**src/core/wdctl_pkg.sv**
```systemverilog
/*
 * Shared constants, types and helper functions of the watchdog control timer.
 * Assumes a single 20 MHz core clock and an AHB-Lite slave with 32-bit data.
 */
package wdctl_pkg;

   // Clock rates; the watchdog tick is an enable derived from the core clock
   localparam int unsigned CORE_HZ     = 20_000_000;
   localparam int unsigned DOG_HZ      = 10_000;
   localparam int unsigned DOG_DIV_CYC = CORE_HZ / DOG_HZ;
   localparam int unsigned DIV_W       = 12;

   // Bus and register geometry
   localparam int unsigned ADDR_W = 32;
   localparam int unsigned DATA_W = 32;
   localparam int unsigned REG_W  = 8;
   localparam int unsigned IDX_W  = 8;
   localparam logic        HRESP_OKAY = 1'b0;

   // Register indices; byte address is four times the index
   localparam logic [IDX_W-1:0] IDX_DOG_CONTROL  = 8'haa;
   localparam logic [IDX_W-1:0] IDX_TIMED_ACCESS = 8'hb0;
   localparam logic [IDX_W-1:0] IDX_IRQ_STATUS   = 8'hb1;
   localparam logic [IDX_W-1:0] IDX_IRQ_MASK     = 8'hb2;

   // Field positions inside dog_control
   localparam int unsigned BIT_RUN   = 7;
   localparam int unsigned BIT_CLEAR = 6;
   localparam int unsigned BIT_TOF   = 5;
   localparam int unsigned BIT_SLEEP = 4;
   localparam int unsigned BIT_RSTF  = 3;
   localparam int unsigned PS_MSB    = 2;
   localparam int unsigned PS_LSB    = 0;
   localparam int unsigned PS_W      = 3;

   // Reset values
   localparam logic [PS_W-1:0] PRESCALE_POR = 3'h7;
   localparam logic            FLAG_RESET   = 1'b0;

   // Interrupt status and mask layout
   localparam int unsigned IRQ_W       = 2;
   localparam int unsigned IRQ_TIMEOUT = 0;
   localparam int unsigned IRQ_CLEARED = 1;
   localparam logic [IRQ_W-1:0] IRQ_NONE = 2'h0;

   // Configuration enable value that selects general purpose timer use
   localparam int unsigned     CFG_W     = 4;
   localparam logic [CFG_W-1:0] CFG_TIMER = 4'hf;

   // Timed-access unlock keys and open window length in core cycles
   localparam logic [REG_W-1:0] TA_KEY1 = 8'h3c;
   localparam logic [REG_W-1:0] TA_KEY2 = 8'hc3;
   localparam int unsigned      TA_CNT_W = 4;
   localparam logic [TA_CNT_W-1:0] TA_WINDOW_CYC = 4'h8;
   localparam logic [TA_CNT_W-1:0] TA_CNT_ONE    = 4'h1;

   // Counter geometry
   localparam int unsigned COUNT_W = 6;
   localparam int unsigned PRE_W   = 8;
   localparam logic [COUNT_W-1:0] COUNT_ONE = 6'h01;
   localparam logic [PRE_W-1:0]   PRE_ONE   = 8'h01;

   typedef enum logic [1:0] {
      TA_LOCKED = 2'b00,
      TA_HALF   = 2'b01,
      TA_OPEN   = 2'b10
   } wdctl_ta_t;

   // Terminal prescaler count for each select code (division minus one)
   function automatic logic [PRE_W-1:0] wdctl_div_last(input logic [PS_W-1:0] sel);
      logic [PRE_W-1:0] last;
      unique case (sel)
         3'h0: last = 8'h00;
         3'h1: last = 8'h03;
         3'h2: last = 8'h07;
         3'h3: last = 8'h0f;
         3'h4: last = 8'h1f;
         3'h5: last = 8'h3f;
         3'h6: last = 8'h7f;
         3'h7: last = 8'hff;
      endcase
      return last;
   endfunction

endpackage

```
**src/core/wdctl_cnt_if.sv**
```systemverilog
/*
 * Carrier between the control logic and the prescaled watchdog counter.
 * Assumes both ends run on the same core clock.
 */
`timescale 1ns/1ps
interface wdctl_cnt_if;
   import wdctl_pkg::*;

   logic                  tick;
   logic                  run;
   logic [PS_W-1:0]       prescale;
   logic                  clear_req;
   logic                  clear_done;
   logic                  overflow;
   logic [COUNT_W-1:0]    count;

   modport ctl (output tick, run, prescale, clear_req,
                input  clear_done, overflow, count);
   modport cnt (input  tick, run, prescale, clear_req,
                output clear_done, overflow, count);
endinterface

```
**src/core/wdctl_top.sv**
```systemverilog
/*
 * Watchdog control timer: control register, timed-access unlock, interrupt
 * status and mask, and an AHB-Lite slave in front of them.
 * Assumes one 20 MHz clock, resetn for every reset type and por_n asserted
 * only on power-on; the system turns dog_reset_req into a reset.
 */
// Our own choice: register access over AHB-Lite.
`timescale 1ns/1ps

// Behaviour
// [RULE_01] With all four config enable bits set the block is a timer whose count runs only while the run bit is set; otherwise the run bit does nothing.
// [RULE_02] Writing one to the count clear bit zeroes the count, writing zero leaves it alone.
// [RULE_03] The count clear bit reads one while a clear is pending and zero once the count is cleared.
// [RULE_04] A counter overflow sets the timeout flag, which holds until software clears it.
// [RULE_05] In timer use the sleep-run bit halts the count in idle or power-down when zero and keeps it running when one.
// [RULE_06] A watchdog timeout that causes a reset sets the watchdog reset flag for software to clear.
// [RULE_07] Power-on reset clears the watchdog reset flag, a watchdog reset sets it, other resets keep it.
// [RULE_08] The three-bit prescale select picks a division from 1/1 to 1/256 and defaults to the largest.
// [RULE_09] Power-on reset sets every prescale select bit and other resets keep them.
// [RULE_10] Control register writes count only right after the timed-access unlock sequence; others are dropped.
module wdctl_top #(
   parameter int unsigned BASE_DIV_CYC = wdctl_pkg::DOG_DIV_CYC
) (
   input  wire  logic                            core_clk,
   input  wire  logic                            resetn,
   input  wire  logic                            por_n,
   input  wire  logic                            hsel,
   input  wire  logic [wdctl_pkg::ADDR_W-1:0]    haddr,
   input  wire  logic [1:0]                      htrans,
   input  wire  logic                            hwrite,
   input  wire  logic [2:0]                      hsize,
   input  wire  logic [wdctl_pkg::DATA_W-1:0]    hwdata,
   input  wire  logic                            hready,
   output logic       [wdctl_pkg::DATA_W-1:0]    hrdata,
   output logic                                  hreadyout,
   output logic                                  hresp,
   input  wire  logic [wdctl_pkg::CFG_W-1:0]     timer_config_enable,
   input  wire  logic                            sleep_mode,
   output logic                                  irq,
   output logic                                  dog_reset_req
);
   import wdctl_pkg::*;

   wdctl_cnt_if cnt_bus ();

   // Bus pipeline state
   logic                wr_pend;
   logic [IDX_W-1:0]    wr_idx;

   // Control register fields; only dog_reset_flag and prescale_select live on por_n
   logic                counter_run_enable;
   logic                run_in_sleep;
   logic                timeout_flag;
   logic                count_clear;
   logic                dog_reset_flag;
   logic [PS_W-1:0]     prescale_select;

   // Interrupt registers
   logic [IRQ_W-1:0]    irq_status;
   logic [IRQ_W-1:0]    irq_mask;

   // Timed access
   wdctl_ta_t           ta_state;
   wdctl_ta_t           next_ta_state;
   logic [TA_CNT_W-1:0] ta_cnt;

   // Watchdog clock enable divider
   logic [DIV_W-1:0]    div_cnt;
   logic                tick;

   // Address phase decode; hsize is not checked since only words are used
   wire                 addr_ok;
   wire [IDX_W-1:0]     idx_a;
   wire                 rd_take;
   wire                 wr_take;
   assign addr_ok = hsel & htrans[1] & hready;
   assign idx_a   = haddr[IDX_W+1:2];
   assign rd_take = addr_ok & ~hwrite;
   assign wr_take = addr_ok & hwrite;

   // Data phase write decode
   wire [REG_W-1:0]     wb;
   wire                 wr_ctl_any;
   wire                 wr_ta;
   wire                 wr_mask;
   wire                 ta_open;
   wire                 wr_ctl;
   assign wb         = hwdata[REG_W-1:0];
   assign wr_ctl_any = wr_pend & (wr_idx == IDX_DOG_CONTROL);
   assign wr_ta      = wr_pend & (wr_idx == IDX_TIMED_ACCESS);
   assign wr_mask    = wr_pend & (wr_idx == IDX_IRQ_MASK);
   assign ta_open    = (ta_state == TA_OPEN);
   // [RULE_10] locked writes dropped
   assign wr_ctl     = wr_ctl_any & ta_open;

   // Operating mode and count gating
   wire                 timer_mode;
   wire                 counting;
   // [RULE_01] config selects timer
   assign timer_mode = (timer_config_enable == CFG_TIMER);
   // [RULE_05] sleep halts timer
   assign counting   = timer_mode ?
                       (counter_run_enable & (~sleep_mode | run_in_sleep)) : 1'b1;

   // Counter events
   wire                 overflow;
   wire                 clear_done;
   wire                 reset_fire;
   assign overflow   = cnt_bus.overflow;
   assign clear_done = cnt_bus.clear_done;
   // Only watchdog use turns an overflow into a reset request
   assign reset_fire = overflow & ~timer_mode;

   // Next values of the control fields; hardware sets win over software
   wire                 next_count_clear;
   wire                 next_timeout_flag;
   wire                 next_dog_reset_flag;
   // [RULE_02] write one requests clear
   assign next_count_clear    = (wr_ctl & wb[BIT_CLEAR]) | (count_clear & ~clear_done);
   // [RULE_04] overflow sets flag
   assign next_timeout_flag   = overflow | (wr_ctl ? wb[BIT_TOF] : timeout_flag);
   // [RULE_06] timeout reset sets flag
   assign next_dog_reset_flag = reset_fire | (wr_ctl ? wb[BIT_RSTF] : dog_reset_flag);

   // Interrupt next values; a read of status clears what it returned
   wire [IRQ_W-1:0]     events;
   wire                 rd_status;
   wire [IRQ_W-1:0]     next_irq_status;
   wire [IRQ_W-1:0]     next_irq_mask;
   assign events          = {clear_done, overflow};
   assign rd_status       = rd_take & (idx_a == IDX_IRQ_STATUS);
   assign next_irq_status = (rd_status ? IRQ_NONE : irq_status) | events;
   assign next_irq_mask   = wr_mask ? wb[IRQ_W-1:0] : irq_mask;

   // Read data selection
   wire [REG_W-1:0]     ctl_byte;
   wire [DATA_W-1:0]    rd_word;
   // [RULE_03] pending clear reads one
   assign ctl_byte = {counter_run_enable, count_clear, timeout_flag, run_in_sleep,
                      dog_reset_flag, prescale_select};
   assign rd_word  = (idx_a == IDX_DOG_CONTROL) ? {{(DATA_W-REG_W){1'b0}}, ctl_byte} :
                     (idx_a == IDX_IRQ_STATUS)  ? {{(DATA_W-IRQ_W){1'b0}}, irq_status} :
                     (idx_a == IDX_IRQ_MASK)    ? {{(DATA_W-IRQ_W){1'b0}}, irq_mask} :
                     {DATA_W{1'b0}};

   // Divider decode
   wire                 div_wrap;
   assign div_wrap = (div_cnt == DIV_W'(BASE_DIV_CYC - 1));

   // Counter carrier hook-up
   assign cnt_bus.tick      = tick;
   assign cnt_bus.run       = counting;
   assign cnt_bus.prescale  = prescale_select;
   assign cnt_bus.clear_req = count_clear;

   wdctl_counter u_counter (
      .core_clk (core_clk),
      .resetn   (resetn),
      .cnt_bus  (cnt_bus)
   );

   // Watchdog clock enable, one core cycle wide
   always_ff @(posedge core_clk or negedge resetn) begin
      if (!resetn) begin
         div_cnt <= '0;
         tick    <= 1'b0;
      end else begin
         div_cnt <= div_wrap ? '0 : div_cnt + DIV_W'(1);
         tick    <= div_wrap;
      end
   end

   // Slave never stalls; read data is captured in the address phase
   always_ff @(posedge core_clk or negedge resetn) begin
      if (!resetn) begin
         wr_pend   <= 1'b0;
         wr_idx    <= '0;
         hrdata    <= '0;
         hreadyout <= 1'b0;
         hresp     <= HRESP_OKAY;
      end else begin
         wr_pend   <= wr_take;
         wr_idx    <= idx_a;
         hrdata    <= rd_take ? rd_word : '0;
         hreadyout <= 1'b1;
         hresp     <= HRESP_OKAY;
      end
   end

   // Unlock sequence: key one, key two, then one control write in the window
   always_comb begin
      next_ta_state = ta_state;
      unique case (ta_state)
         TA_LOCKED: begin
            if (wr_ta) begin
               next_ta_state = (wb == TA_KEY1) ? TA_HALF : TA_LOCKED;
            end
         end
         TA_HALF: begin
            if (wr_ta) begin
               next_ta_state = (wb == TA_KEY2) ? TA_OPEN : TA_LOCKED;
            end
         end
         TA_OPEN: begin
            if (wr_ta) begin
               next_ta_state = (wb == TA_KEY1) ? TA_HALF : TA_LOCKED;
            end else if (wr_ctl_any || ta_cnt == '0) begin
               next_ta_state = TA_LOCKED;
            end
         end
         default: next_ta_state = TA_LOCKED;
      endcase
   end

   // [RULE_10] unlock window timing
   always_ff @(posedge core_clk or negedge resetn) begin
      if (!resetn) begin
         ta_state <= TA_LOCKED;
         ta_cnt   <= '0;
      end else begin
         ta_state <= next_ta_state;
         if (next_ta_state == TA_OPEN && !ta_open) begin
            ta_cnt <= TA_WINDOW_CYC;
         end else if (ta_open && ta_cnt != '0) begin
            ta_cnt <= ta_cnt - TA_CNT_ONE;
         end
      end
   end

   // Fields cleared by every reset type
   always_ff @(posedge core_clk or negedge resetn) begin
      if (!resetn) begin
         counter_run_enable <= 1'b0;
         run_in_sleep       <= 1'b0;
         timeout_flag       <= FLAG_RESET;
         count_clear        <= 1'b0;
      end else begin
         if (wr_ctl) begin
            counter_run_enable <= wb[BIT_RUN];
            run_in_sleep       <= wb[BIT_SLEEP];
         end
         timeout_flag <= next_timeout_flag;
         count_clear  <= next_count_clear;
      end
   end

   // [RULE_07] only power-on clears
   // [RULE_09] power-on presets prescale
   // Held on por_n so a watchdog or other reset cannot disturb them
   always_ff @(posedge core_clk or negedge por_n) begin
      if (!por_n) begin
         dog_reset_flag  <= FLAG_RESET;
         prescale_select <= PRESCALE_POR;
      end else begin
         dog_reset_flag <= next_dog_reset_flag;
         // [RULE_08] prescale select write
         if (wr_ctl) begin
            prescale_select <= wb[PS_MSB:PS_LSB];
         end
      end
   end

   // Sticky interrupt status, mask and the registered interrupt line
   always_ff @(posedge core_clk or negedge resetn) begin
      if (!resetn) begin
         irq_status    <= IRQ_NONE;
         irq_mask      <= IRQ_NONE;
         irq           <= 1'b0;
         dog_reset_req <= 1'b0;
      end else begin
         irq_status    <= next_irq_status;
         irq_mask      <= next_irq_mask;
         irq           <= |(next_irq_status & next_irq_mask);
         // [RULE_06] timeout requests reset
         dog_reset_req <= reset_fire;
      end
   end
endmodule

```
**src/core/wdctl_counter.sv**
```systemverilog
/*
 * Prescaler and watchdog count with clear handshake and overflow pulse.
 * Assumes tick is a one-cycle enable at the watchdog clock rate.
 */
`timescale 1ns/1ps
module wdctl_counter (
   input  wire logic  core_clk,
   input  wire logic  resetn,
   wdctl_cnt_if.cnt   cnt_bus
);
   import wdctl_pkg::*;

   logic [PRE_W-1:0]   pre_cnt;
   logic [COUNT_W-1:0] count;
   logic               clear_done;
   logic               overflow;
   wire  [PRE_W-1:0]   pre_last;
   wire                pre_wrap;
   wire                step;
   wire                wrap;

   // Prescaler terminal and counter step decode
   assign pre_last = wdctl_div_last(cnt_bus.prescale);
   assign pre_wrap = (pre_cnt == pre_last);
   assign step     = cnt_bus.tick & cnt_bus.run & pre_wrap & ~cnt_bus.clear_req;
   assign wrap     = step & (count == {COUNT_W{1'b1}});

   assign cnt_bus.count      = count;
   assign cnt_bus.clear_done = clear_done;
   assign cnt_bus.overflow   = overflow;

   // Clear acts on a watchdog tick, so a pending clear is visible for a while
   always_ff @(posedge core_clk or negedge resetn) begin
      if (!resetn) begin
         pre_cnt    <= '0;
         count      <= '0;
         clear_done <= 1'b0;
         overflow   <= 1'b0;
      end else begin
         clear_done <= cnt_bus.tick & cnt_bus.clear_req;
         overflow   <= wrap;
         if (cnt_bus.tick & cnt_bus.clear_req) begin
            pre_cnt <= '0;
            count   <= '0;
         end else if (cnt_bus.tick & cnt_bus.run) begin
            pre_cnt <= pre_wrap ? '0 : pre_cnt + PRE_ONE;
            if (pre_wrap) begin
               count <= count + COUNT_ONE;
            end
         end
      end
   end
endmodule

```
**config.mk**
```make
export PLATFORM = sky130hd
export DESIGN_NAME = wdctl_top
export DESIGN_NICKNAME = d
export VERILOG_FILES = /design/src/core/wdctl_pkg.sv /design/src/core/wdctl_cnt_if.sv /design/src/core/wdctl_top.sv /design/src/core/wdctl_counter.sv
export SDC_FILE = /design/constraint.sdc
export NUM_CORES = 1
export LEC_CHECK = 0
export BUFFER_PORTS_ARGS = -buffer_cell sky130_fd_sc_hd__buf_4
export CAP_MARGIN = 30
export CORE_MARGIN = 4
export CORE_UTILIZATION = 56
export CTS_BUF_LIST = sky130_fd_sc_hd__clkbuf_4 sky130_fd_sc_hd__clkbuf_8
export DETAILED_ROUTE_END_ITERATION = 16
export PLACE_DENSITY = 0.88
export SLEW_MARGIN = 40
export SYNTH_ARGS = -nofsm -noshare
export SYNTH_HDL_FRONTEND = slang
export SYNTH_SLANG_ARGS = --single-unit
```
**constraint.sdc**
```tcl
create_clock -name core_clk -period 6.2 [get_ports core_clk]
set_clock_uncertainty 0.2 [all_clocks]
set_input_delay 0.62 -clock core_clk [delete_from_list [all_inputs] [get_ports core_clk]]
set_output_delay 0.62 -clock core_clk [all_outputs]
set_load 0.01 [all_outputs]
```
==> impl_results.md, run 1 <==
* Outcome: completed
* # IOs at 116
* Synth area leaders: dfrtp_1 48%, buf_4 5.9%, nor2_1 3.0%
* Max-cap violations at 0
* WL final at 6701 um
* Root Buffer: clkbuf_8
* Initial core utilization at 59.08%
* Relative slew margins at 60.22%
* Yosys reg bits at 67
* IO buf count at 38
* Post-CTS Setup Bufs at 0
* Vias in the first global route at 2,390
* Setup violators final at 0
* FMAX at 392.9 MHz
* Sw Pwr at 0.1898 mW
* DIE HEIGHT at 85.15 um
* DR WL met3 at 419 um
* ANT nets after route at 0
* Critical Path AT at 2.61 ns
* Number of library cell types mapped by synthesis at 57
* Share of layout cells above drive strength 1 at 19.78%
* Vias at 2,447
* Std cell rows at 27
* Filler instances at 428
* Crit path required time at 6.26 ns
* Clk sink count at 67
* Count of cells resized by post-cts repair at 0
* Layout area overhead at 13.29%
* Final min period at 2.545 ns
* Global-route wire length before repair at 11,400 um
* Post-Syn Instances at 318
* Power density over the cells at 230.7 nW/um^2
* Setup tns final at 0 ns
* Crit Path Class: register to register
* Crit-path cells: nor2b_1 > o31a_1 > or4_4 > or4_1 > a21oi_1
* Top routing layer in use: met4
* Metal-1 WL at 2669 um
* Synth area leader: dfrtp_1
* Combinational share of power at 5.8%
* Routability cong. at 0.8884
* Crit-path max FO at 14
* Synth top area share at 48.05%
* Post-synth ARST share at 100.0%
* Initial antenna violation count at 0
* Synthesized area at 3333 um^2
* DRC violations left at 0
* Wire length on met2 at 3523 um
* Hold buffers post-CTS at 1
* Crit path launch type: register
* Tot GR Track Use at 19.83%
* CTS max path bufs at 2
* Util after Layout at 66.93%
* Final Hold Fails at 0
* Detail Placement HPWL at 4730 um
* Layout Nets at 445
* Peak VDD IR at 0.1635 mV
* CP endpoint kind: register
* Worst-path clk slew at 0.07 ns
* Final period util at 41.05%
* Remaining Overflow, GRT at 0
* Number of diodes at 0
* Switching part of the total at 21.79%
* CTS buffer count at 9
* Routed vias/inst at 5.612
* Reg power frac at 52.0%
* Drt pass-1 iters at 4
* Cell with the most instances after synthesis: dfrtp_1
* Hold Crit Class: input pin to asynchronous set/reset pin
* RSZ-0062 raised after global routing: no
* Die X at 85.15 um
* Avg WL per Cell at 15.37 um
* TritonCTS clock tree: built
* Slew Limit Fails at 0
* Post-route cell area at 3776 um^2
* H-tree depth at 3
* Mean Syn Cell Area at 10.48 um^2
* DRT iter0 DRCs at 143
* Most used DFF post-synth: dfrtp_1
* Slew @ Worst Pin at 0.5934 ns
* Core area at 5642 um^2
* Slowest-stage cell, CP: dfstp_2
* Area of placed instances at 3555 um^2
* Register area share after synthesis at 50.41%
* Post-synth top cells: 64 x dfrtp_1, 27 x nor2_1, 26 x buf_4
* YS warnings at 0
* Lkg Pwr at 1.715 nW
* Clock power share at 42.2%
* Max incr delay on CP at 0.65 ns
* Internal power at 0.6812 mW
* Post-synth EDFFs at 0
* Clk Latency, worst-skew pair at 0.34 ns
* Die area at 7251 um^2
* Largest net degree at the start of global routing at 64
## flip-flops by register name, summed over array words and instances (netlist names), 2 cells and up
register / cells
cnt_bus.prescale: 3
div_cnt: 12
hrdata: 8
wr_idx: 8
irq_status: 2
u_counter.cnt_bus.count: 6
ta_state: 2
irq_mask: 2
ta_cnt: 4
u_counter.pre_cnt: 8
## critical path: cells and delay by family (launching register included)
family | cells | cell delay, ns
simple gates | 3 | 1.21
compound gates | 2 | 0.40
flops | 1 | 0.65
## cells in the final DEF, fill, tap and decap left out, types with 6 or more instances in the layout
cell type / n
buf_4: 37
nor2_1: 27
clkbuf_8: 11
dfrtp_1: 64
and2_1: 8
a21oi_1: 13
nand3_1: 17
inv_1: 10
nand2_1: 19
o31ai_1: 6
conb_1: 26
mux2_2: 7
xor2_1: 9
nor3_1: 7
o21ai_0: 6
## layout make-up
cell class / instances / area, um^2 / area share [%]
sequential: 67 / 1680 / 44.50
multi-input combinational: 232 / 1464 / 38.77
timing repair buffer: 39 / 299.0 / 7.919
clock buffer: 13 / 166.4 / 4.407
tap: 72 / 90.09 / 2.386
inverter: 11 / 41.29 / 1.093
clock inverter: 2 / 35.03 / 0.9278
## per-layer routing
layer / GRT usage [%] / vias up
met3: 4.951 / 8
met2: 33.26 / 74
met4: 6.906 / 0
met1: 24.97 / 1204
li1: - / 1161
met5: 0 / -
## logic make-up after synthesis
group | after synthesis | share of synthesized area (%)
adders and majority gates | 5 | 1.877
buffers and inverters | 43 | 8.708
other | 2 | 0.2253
DFF | 67 | 50.41
muxes | 9 | 2.966
and+or+nand+nor | 128 | 21.77
AOI/OAI and AO/OA | 50 | 10.36
xor gates and xnor gates | 14 | 3.679
## per-stage QoR
stage	power, mW	instances	hold slack (ns)	setup slack (ns)
floorplan	0.4949	342	0.1244	3.954
global route	0.9054	436	0.08904	3.558
CTS	0.8768	436	0.1753	3.646
finish	0.8710	436	0.03670	3.655
global placement	0.5083	420	0.2205	3.674
detailed placement	0.5104	420	0.2248	3.622
## path summary, 6_finish.rpt
path                                      from                         end  slack, ns  cells after the start
setup / recovery           cnt_bus.prescale[1]  u_counter.cnt_bus.count[3]       3.65                      5
hold / removal                          resetn                   wr_idx[6]       0.04                      1
setup reg to reg           cnt_bus.prescale[1]  u_counter.cnt_bus.count[3]       3.65                      5
hold reg to reg                     div_cnt[0]                  div_cnt[0]       0.26                      1
max in group asynchronous                por_n         cnt_bus.prescale[2]       5.17                      2
min in group core_clk                 haddr[8]                   wr_idx[6]       0.19                      1
## power groups by stage
| stage | Clock, mW | Combinational, mW | Sequential [mW] |
|---|---|---|---|
| CTS | 0.373 | 0.0501 | 0.453 |
| floorplan | 0 | 0.0370 | 0.458 |
| global placement | 0 | 0.0478 | 0.461 |
| global route | 0.395 | 0.0565 | 0.454 |
| finish | 0.367 | 0.0504 | 0.453 |
| detailed placement | 0 | 0.0492 | 0.461 |
No activity file was read; power rests on OpenSTA's default activity.
==> inputs of run 2 (changes only) <==
- CORE_UTILIZATION: 56 -> 52
- PLACE_DENSITY: 0.88 -> 0.83
- clock period: 6.2 -> 2.35 ns (I/O delays scaled with it)
==> run 2 against run 1 <==
First-iteration DRC count up 15%. Global-route usage up 1.4 points. Flip-flop and latch count unchanged. Cell area is 13% higher. Combinational power grew to 3.9 times the previous value. Hold slack lost 0.013 ns. Via count up 13%. Register-to-register slack lost 3.7 ns. Non-clock buffer count grew 43. The flow now finishes with violations (setup timing). Count of clock-buffer cells in the layout unchanged. Power rose to 2.7 times the previous value. Sequential power grew to 2.6 times the previous value.
==> impl_results.md, run 2 (synthesis results as in run 1) <==
* Outcome: finished with violations
* Failing checks: setup timing
* Routed vias/inst at 5.706 (+1.7%)
* Vias at 2,756 (+13%)
* IO buf count at 38 (unchanged)
* Initial core utilization at 55.00% (-4.1 points)
* Final worst setup slack at -0.03547 ns (-3.690 ns)
* Share of layout cells above drive strength 1 at 27.94% (+8.2 points)
* Largest net degree at the start of global routing at 64 (unchanged)
* Die X at 88.06 um (+3.4%)
* Worst r2r path cells at 7 (+2)
* Hold_ws at 0.02379 ns (-0.01290 ns)
* Final min period at 2.385 ns (-0.1598 ns)
* Cells after DPL at 440 (+4.8%)
* Crit-path max FO at 8 (-6)
* FMAX at 419.2 MHz (+6.7%)
* Routability cong. at 0.8827 (-0.64%)
* Root Buffer: clkbuf_8
* Worst-path clk slew at 0.07 ns (about the same)
* Max incr delay on CP at 0.57 ns (-0.08 ns)
* Tot GR Track Use at 21.26% (+1.4 points)
* Critical Path AT at 2.46 ns (-0.15 ns)
* Commonest non-fill, non-tap cell in the layout: dfrtp_1
* Post-route cell area at 4267 um^2 (+13%)
* CTS buffer count at 9 (unchanged)
* Max-cap violations at 0 (unchanged)
* CP endpoint kind: register
* WL final at 8598 um (+28%)
* Slew @ Worst Pin at 0.5562 ns (-0.03723 ns)
* Slowest-stage cell, CP: or4_4
* Layout area overhead at 28.00%
* DRC violations left at 0 (unchanged)
* Top reg by flops: div_cnt
* Vias in the first global route at 2,647 (+11%)
* Hold Crit Class: input pin to asynchronous set/reset pin
* Drt pass-1 iters at 5 (+1)
* Max reg flops at 12 (unchanged)
* Setup violators final at 3 (+3)
* Crit path launch type: register
* H-tree depth at 3 (unchanged)
* Crit-path cells: buf_6 > buf_6 > or3_4 > o221ai_4 > nand4_4 > or4_4 > a21oi_2
* # IOs at 116 (unchanged)
* Critical Path Most Common Cell: buf_6
* Power density over the cells at 551.5 nW/um^2 (+140%)
* Clk sink count at 67 (unchanged)
* Die area at 7755 um^2 (+7.0%)
* Std cell rows at 28 (+3.7%)
* CTS max path bufs at 2 (unchanged)
* Layout Nets at 488 (+9.7%)
* Lkg Pwr at 1.946 nW (+13%)
* Final period util at 101.5% (+60 points)
* Initial antenna violation count at 0 (unchanged)
* Relative slew margins at 62.92% (+2.7 points)
* Detail Placement HPWL at 4830 um (+2.1%)
* Final instance count without filler cells at 483 (+11%)
* RSZ-0062 raised after global routing: yes
* DRT iter0 DRCs at 164 (+15%)
* DIE HEIGHT at 88.06 um (+3.4%)
* Util after Layout at 70.40% (+3.5 points)
* Crit path required time at 2.43 ns (-3.83 ns)
* Delay-heaviest family, CP: simple AND/OR/NAND/NOR gates
* Global-route wire length before repair at 12,460 um (+9.3%)
* Avg WL per Cell at 17.80 um (+16%)
* Clk Latency, worst-skew pair at 0.35 ns (about the same)
* CP Depth at 7 (+2)
* Setup tns final at -0.09468 ns (-0.09468 ns)
* Crit Path Class: register to register
* Buf/Inv on CP at 2 (+2)
* Final Hold Fails at 0 (unchanged)
* Core area at 6061 um^2 (+7.4%)
* Area of placed instances at 3681 um^2 (+3.6%)
* Peak VDD IR at 0.4144 mV (+150%)
* ANT nets after route at 0 (unchanged)
* Number of diodes at 0 (unchanged)
* TritonCTS clock tree: built
* Remaining Overflow, GRT at 0 (unchanged)
* Most frequent cells in the layout: 64 x dfrtp_1, 58 x buf_4, 26 x conb_1
* Slew Limit Fails at 0 (unchanged)
==> run 2: changes by cell type in the layout (fill, tap and decap cells not counted), moves of 3 or more <==
cell           delta
a21oi_1           -3
a21oi_2           +3
buf_4            +21
buf_6             +5
dlygate4sd3_1    +17
==> run 2: worst paths after layout <==
path	slack (ns)	start	endpoint
min reg2reg	0.27	div_cnt[0]	div_cnt[0]
min in group core_clk	0.06	hwdata[3]	dog_reset_flag
min	0.02	por_n	dog_reset_flag
max	-0.04	cnt_bus.prescale[0]	u_counter.cnt_bus.count[5]
max in group asynchronous	1.32	resetn	u_counter.cnt_bus.count[0]
max reg2reg	-0.04	cnt_bus.prescale[0]	u_counter.cnt_bus.count[5]
==> run 2: per-layer routing <==
layer  track usage (%)  routed length (um)
met3             4.139                 622
met5                 0                   0
met1             24.58                3444
met4             12.36                 223
met2             36.64                4307
==> run 2: layout make-up <==
class                   instances  area [um^2]
multi-input cells             232         1572
clock inverters                 3        42.54
fillers                       427         1794
repair buffers                 82        683.2
well taps                      75        93.84
clock buffers                  13        153.9
inverters                      11        41.29
flip-flops and latches         67         1680
==> run 2: power breakdown <==
group / internal, mW / switching (mW)
Combinational: 0.0943 / 0.103
Sequential: 1.18 / 0.0170
Clock: 0.537 / 0.426
Total: 1.81 / 0.546
==> run 2: what timing repair did <==
item / in CTS / in global routing
buffers inserted: 6 / 3
endpoints found under the hold margin: 85 / 0
pin swaps: 13 / 10
setup endpoints to repair: 14 / 16
resized for setup: 10 / 18
hold buffers: 18 / 0
==> run 2: through the flow <==
| step | power [mW] | setup slack [ns] |
|---|---|---|
| after floorplan | 1.306 | 0.1040 |
| after global routing | 2.433 | -0.1099 |
| after detailed placement | 1.353 | -0.1703 |
| final | 2.353 | -0.03547 |
| after CTS | 2.326 | -0.03901 |
| after global placement | 1.347 | -0.05474 |
==> inputs of run 3 (changes only) <==
- ABC_AREA: unset -> 1
- CORE_ASPECT_RATIO: unset -> 0.7
- CORE_UTILIZATION: 52 -> 53
==> run 3 against run 2 <==
The run now ends clean. Global-route usage grew 0.19 points. Cell count rose by 28%. Critical path type is now input pin to register. Synthesized cell count increased by 44%.
==> impl_results.md, run 3 <==
* Hold Crit Class: input pin to asynchronous set/reset pin
* GR Util met1 at 27.28% (+2.7 points)
* Critical Path Most Common Cell: inv_1
* Synth top area share at 44.24% (-3.8 points)
* Remaining Overflow, GRT at 0 (unchanged)
* Detail Placement HPWL at 5545 um (+15%)
* Post-synth EDFFs at 0 (unchanged)
* Number of diodes at 0 (unchanged)
* RSZ-0062 raised after global routing: no
* YS warnings at 0 (unchanged)
* Slew Limit Fails at 0 (unchanged)
* Routability cong. at 0.8715 (-1.3%)
* Worst-path clk slew at 0.07 ns (about the same)
* Final Hold Fails at 0 (unchanged)
* Relative slew margins at 61.92% (-1.0 points)
* TritonCTS clock tree: built
* CTS buffer count at 9 (unchanged)
* Drt pass-1 iters at 4 (-1)
* Filler instances at 523 (+22%)
* Cell with the most instances after synthesis: nand2_1
* Outcome: completed
* Global-route wire length before repair at 14,080 um (+13%)
* Vias at 3,075 (+12%)
* Std cell rows at 24 (-14%)
* Clk Latency, worst-skew pair at 0.34 ns (about the same)
* Clk sink count at 67 (unchanged)
* IO buf count at 38 (unchanged)
* ANT nets after route at 0 (unchanged)
* Synth area leader: dfrtp_1
* Peak VDD IR at 0.3589 mV (-13%)
* # IOs at 116 (unchanged)
* Delay-heaviest family, CP: simple AND/OR/NAND/NOR gates
* Avg WL per Cell at 13.34 um (-25%)
* CTS max path bufs at 2 (unchanged)
* Crit-path max FO at 10 (+2)
* Register area share after synthesis at 46.42% (-4.0 points)
* Crit Path Class: input pin to register
* Util after Layout at 66.37% (-4.0 points)
* Commonest non-fill, non-tap cell in the layout: nand2_1
* DRC violations left at 0 (unchanged)
* Most used DFF post-synth: dfrtp_1
* Area of placed instances at 3897 um^2 (+5.9%)
* Met2 usage at 35.80% (-0.84 points)
* Met3 Use GR at 6.376% (+2.2 points)
* Max-cap violations at 0 (unchanged)
* Initial core utilization at 56.33% (+1.3 points)
* GR peak layer: met2
* Post-route cell area at 4265 um^2 (about the same)
* Synthesized area at 3620 um^2 (+8.6%)
* Final min period at 2.052 ns (-0.3330 ns)
* Multi-input gate area at 1559 um^2 (-0.80%)
* DRT iter0 DRCs at 206 (+26%)
* Yosys reg bits at 67 (unchanged)
* Layout Nets at 605 (+24%)
* Most frequent cells in the layout: 121 x nand2_1, 66 x inv_1, 64 x dfrtp_1
* Top reg by flops: div_cnt
* Final period util at 87.34% (-14 points)
* Initial antenna violation count at 0 (unchanged)
* Slowest-stage cell, CP: dlygate4sd3_1
* Max incr delay on CP at 0.54 ns (-0.03 ns)
* H-tree depth at 3 (unchanged)
* Post-synth ARST share at 100.0% (unchanged)
* Post-synth top cells: 121 x nand2_1, 66 x inv_1, 64 x dfrtp_1
* CP endpoint kind: register
* Setup violators final at 0 (-3)
* Tot GR Track Use at 21.45% (+0.19 points)
* Share of layout cells above drive strength 1 at 14.86% (-13 points)
* Routed vias/inst at 4.992 (-13%)
* Die X at 106.8 um (+21%)
* Crit path launch type: input pin
* Slew @ Worst Pin at 0.5711 ns (+0.01499 ns)
* DIE HEIGHT at 77.15 um (-12%)
* Max reg flops at 12 (unchanged)
* Largest net degree at the start of global routing at 64 (unchanged)
* Crit-path cells: dlygate4sd3_1 > buf_4 > inv_1 > nor2_1 > inv_1 > nor2_1 > nand3_1 > nand3_1 > o211ai_1 > inv_1
* WL final at 8219 um (-4.4%)
* Lkg Pwr at 2.296 nW (+18%)
* Post-CTS Setup Bufs at 0 (-6)
* Crit path required time at 2.44 ns (about the same)
* Vias in the first global route at 2,948 (+11%)
* Seq. cell area at 1680 um^2 (unchanged)
* FMAX at 487.2 MHz (+16%)
* Die area at 8237 um^2 (+6.2%)
* Buf/Inv on CP at 5 (+3)
* Mean Syn Cell Area at 7.903 um^2 (-25%)
* Core area at 6426 um^2 (+6.0%)
* Number of library cell types mapped by synthesis at 38 (-33%)
* Setup tns final at 0 ns (+0.09468 ns)
* Post-Syn Instances at 458 (+44%)
* Synth area leaders: dfrtp_1 44%, nand2_1 13%, inv_1 6.8%
* Power density over the cells at 513.8 nW/um^2 (-6.8%)
* Layout area overhead at 17.84%
* Root Buffer: clkbuf_8
* Critical Path AT at 2.14 ns (-0.32 ns)
-- run 3: changes by cell type after synthesis, moves of 6 or more --
cell and delta:
and2_1 -8, o31ai_1 -6, nand4_1 +10, nand3_1 +14
mux2_2 -7, inv_1 +56, nor2_1 +12, o21ai_0 +9
nand2_1 +102
-- run 3: metal layers --
metal	share of wire, %	routed length (um)	vias to the layer above
met5	0	0	-
met4	1.9	157	0
met3	5.6	460	17
met2	49	3990	98
met1	44	3610	1445
li1	-	-	1515
-- run 3: kinds of logic after synthesis --
group	count (synthesis)	share of synthesized area [%]
and+or+nand+nor	241	30.52
buffers and inverters	97	13.00
DFF	67	46.42
AOI/OAI and AO/OA	34	5.219
xor gates and xnor gates	12	2.904
adders and majority gates	5	1.728
other	2	0.2075
-- run 3: area by class of cell --
type | instances | area share, %
clock buffers | 12 | 3.725
clock inverters | 4 | 0.5867
inverters | 67 | 5.896
multi-input cells | 318 | 36.55
flip-flops and latches | 67 | 39.40
well taps | 91 | 2.669
repair buffers | 57 | 11.18
-- run 3: path summary, 6_finish.rpt --
kind                                               from                         end  slack, ns  depth (start not counted)
max in group asynchronous                        resetn  u_counter.cnt_bus.count[1]       1.28                          2
hold / removal                                    por_n              dog_reset_flag       0.02                          2
min in group core_clk                         hwdata[4]                run_in_sleep       0.03                          3
setup reg to reg                    cnt_bus.prescale[2]  u_counter.cnt_bus.count[4]       0.46                          9
hold reg to reg            u_counter.cnt_bus.clear_done           cnt_bus.clear_req       0.27                          1
setup / recovery                               haddr[3]                   hrdata[0]       0.30                         10
-- run 3: through the flow --
stage                     hold slack, ns  cells  worst slack (ns)  total power [mW]
after detailed placement         -0.1611    582            0.4781             1.305
after global routing           0.0009743    616            0.1712             2.297
final                            0.01677    616            0.2975             2.192
after floorplan                  -0.2606    482            0.6572             1.263
after global placement           -0.1663    582            0.5112             1.301
after CTS                        0.01254    616            0.4622             2.206
-- run 3: power breakdown --
part | leakage [nW] | switching (mW) | internal [mW] | total [mW]
sequential | 0.818 | 0.00585 | 1.16 | 1.17
clock | 0.0918 | 0.429 | 0.448 | 0.877
combinational | 1.39 | 0.0857 | 0.0593 | 0.145
-- run 3: repair_timing --
action / CTS / global route
endpoints found under the hold margin: 83 / 0
hold buffers: 18 / 0
gates resized for setup: 0 / 0
-- run 3: worst register-to-register path, cell delays in order (launching register included) --
cell,delay (ns)
dfstp_2,0.68
nand3_1,0.11
nand2_1,0.11
nand2_1,0.07
nor2_2,0.12
nand3_4,0.14
nand2_8,0.14
nand2_4,0.08
nand2_1,0.07
nand2_1,0.05
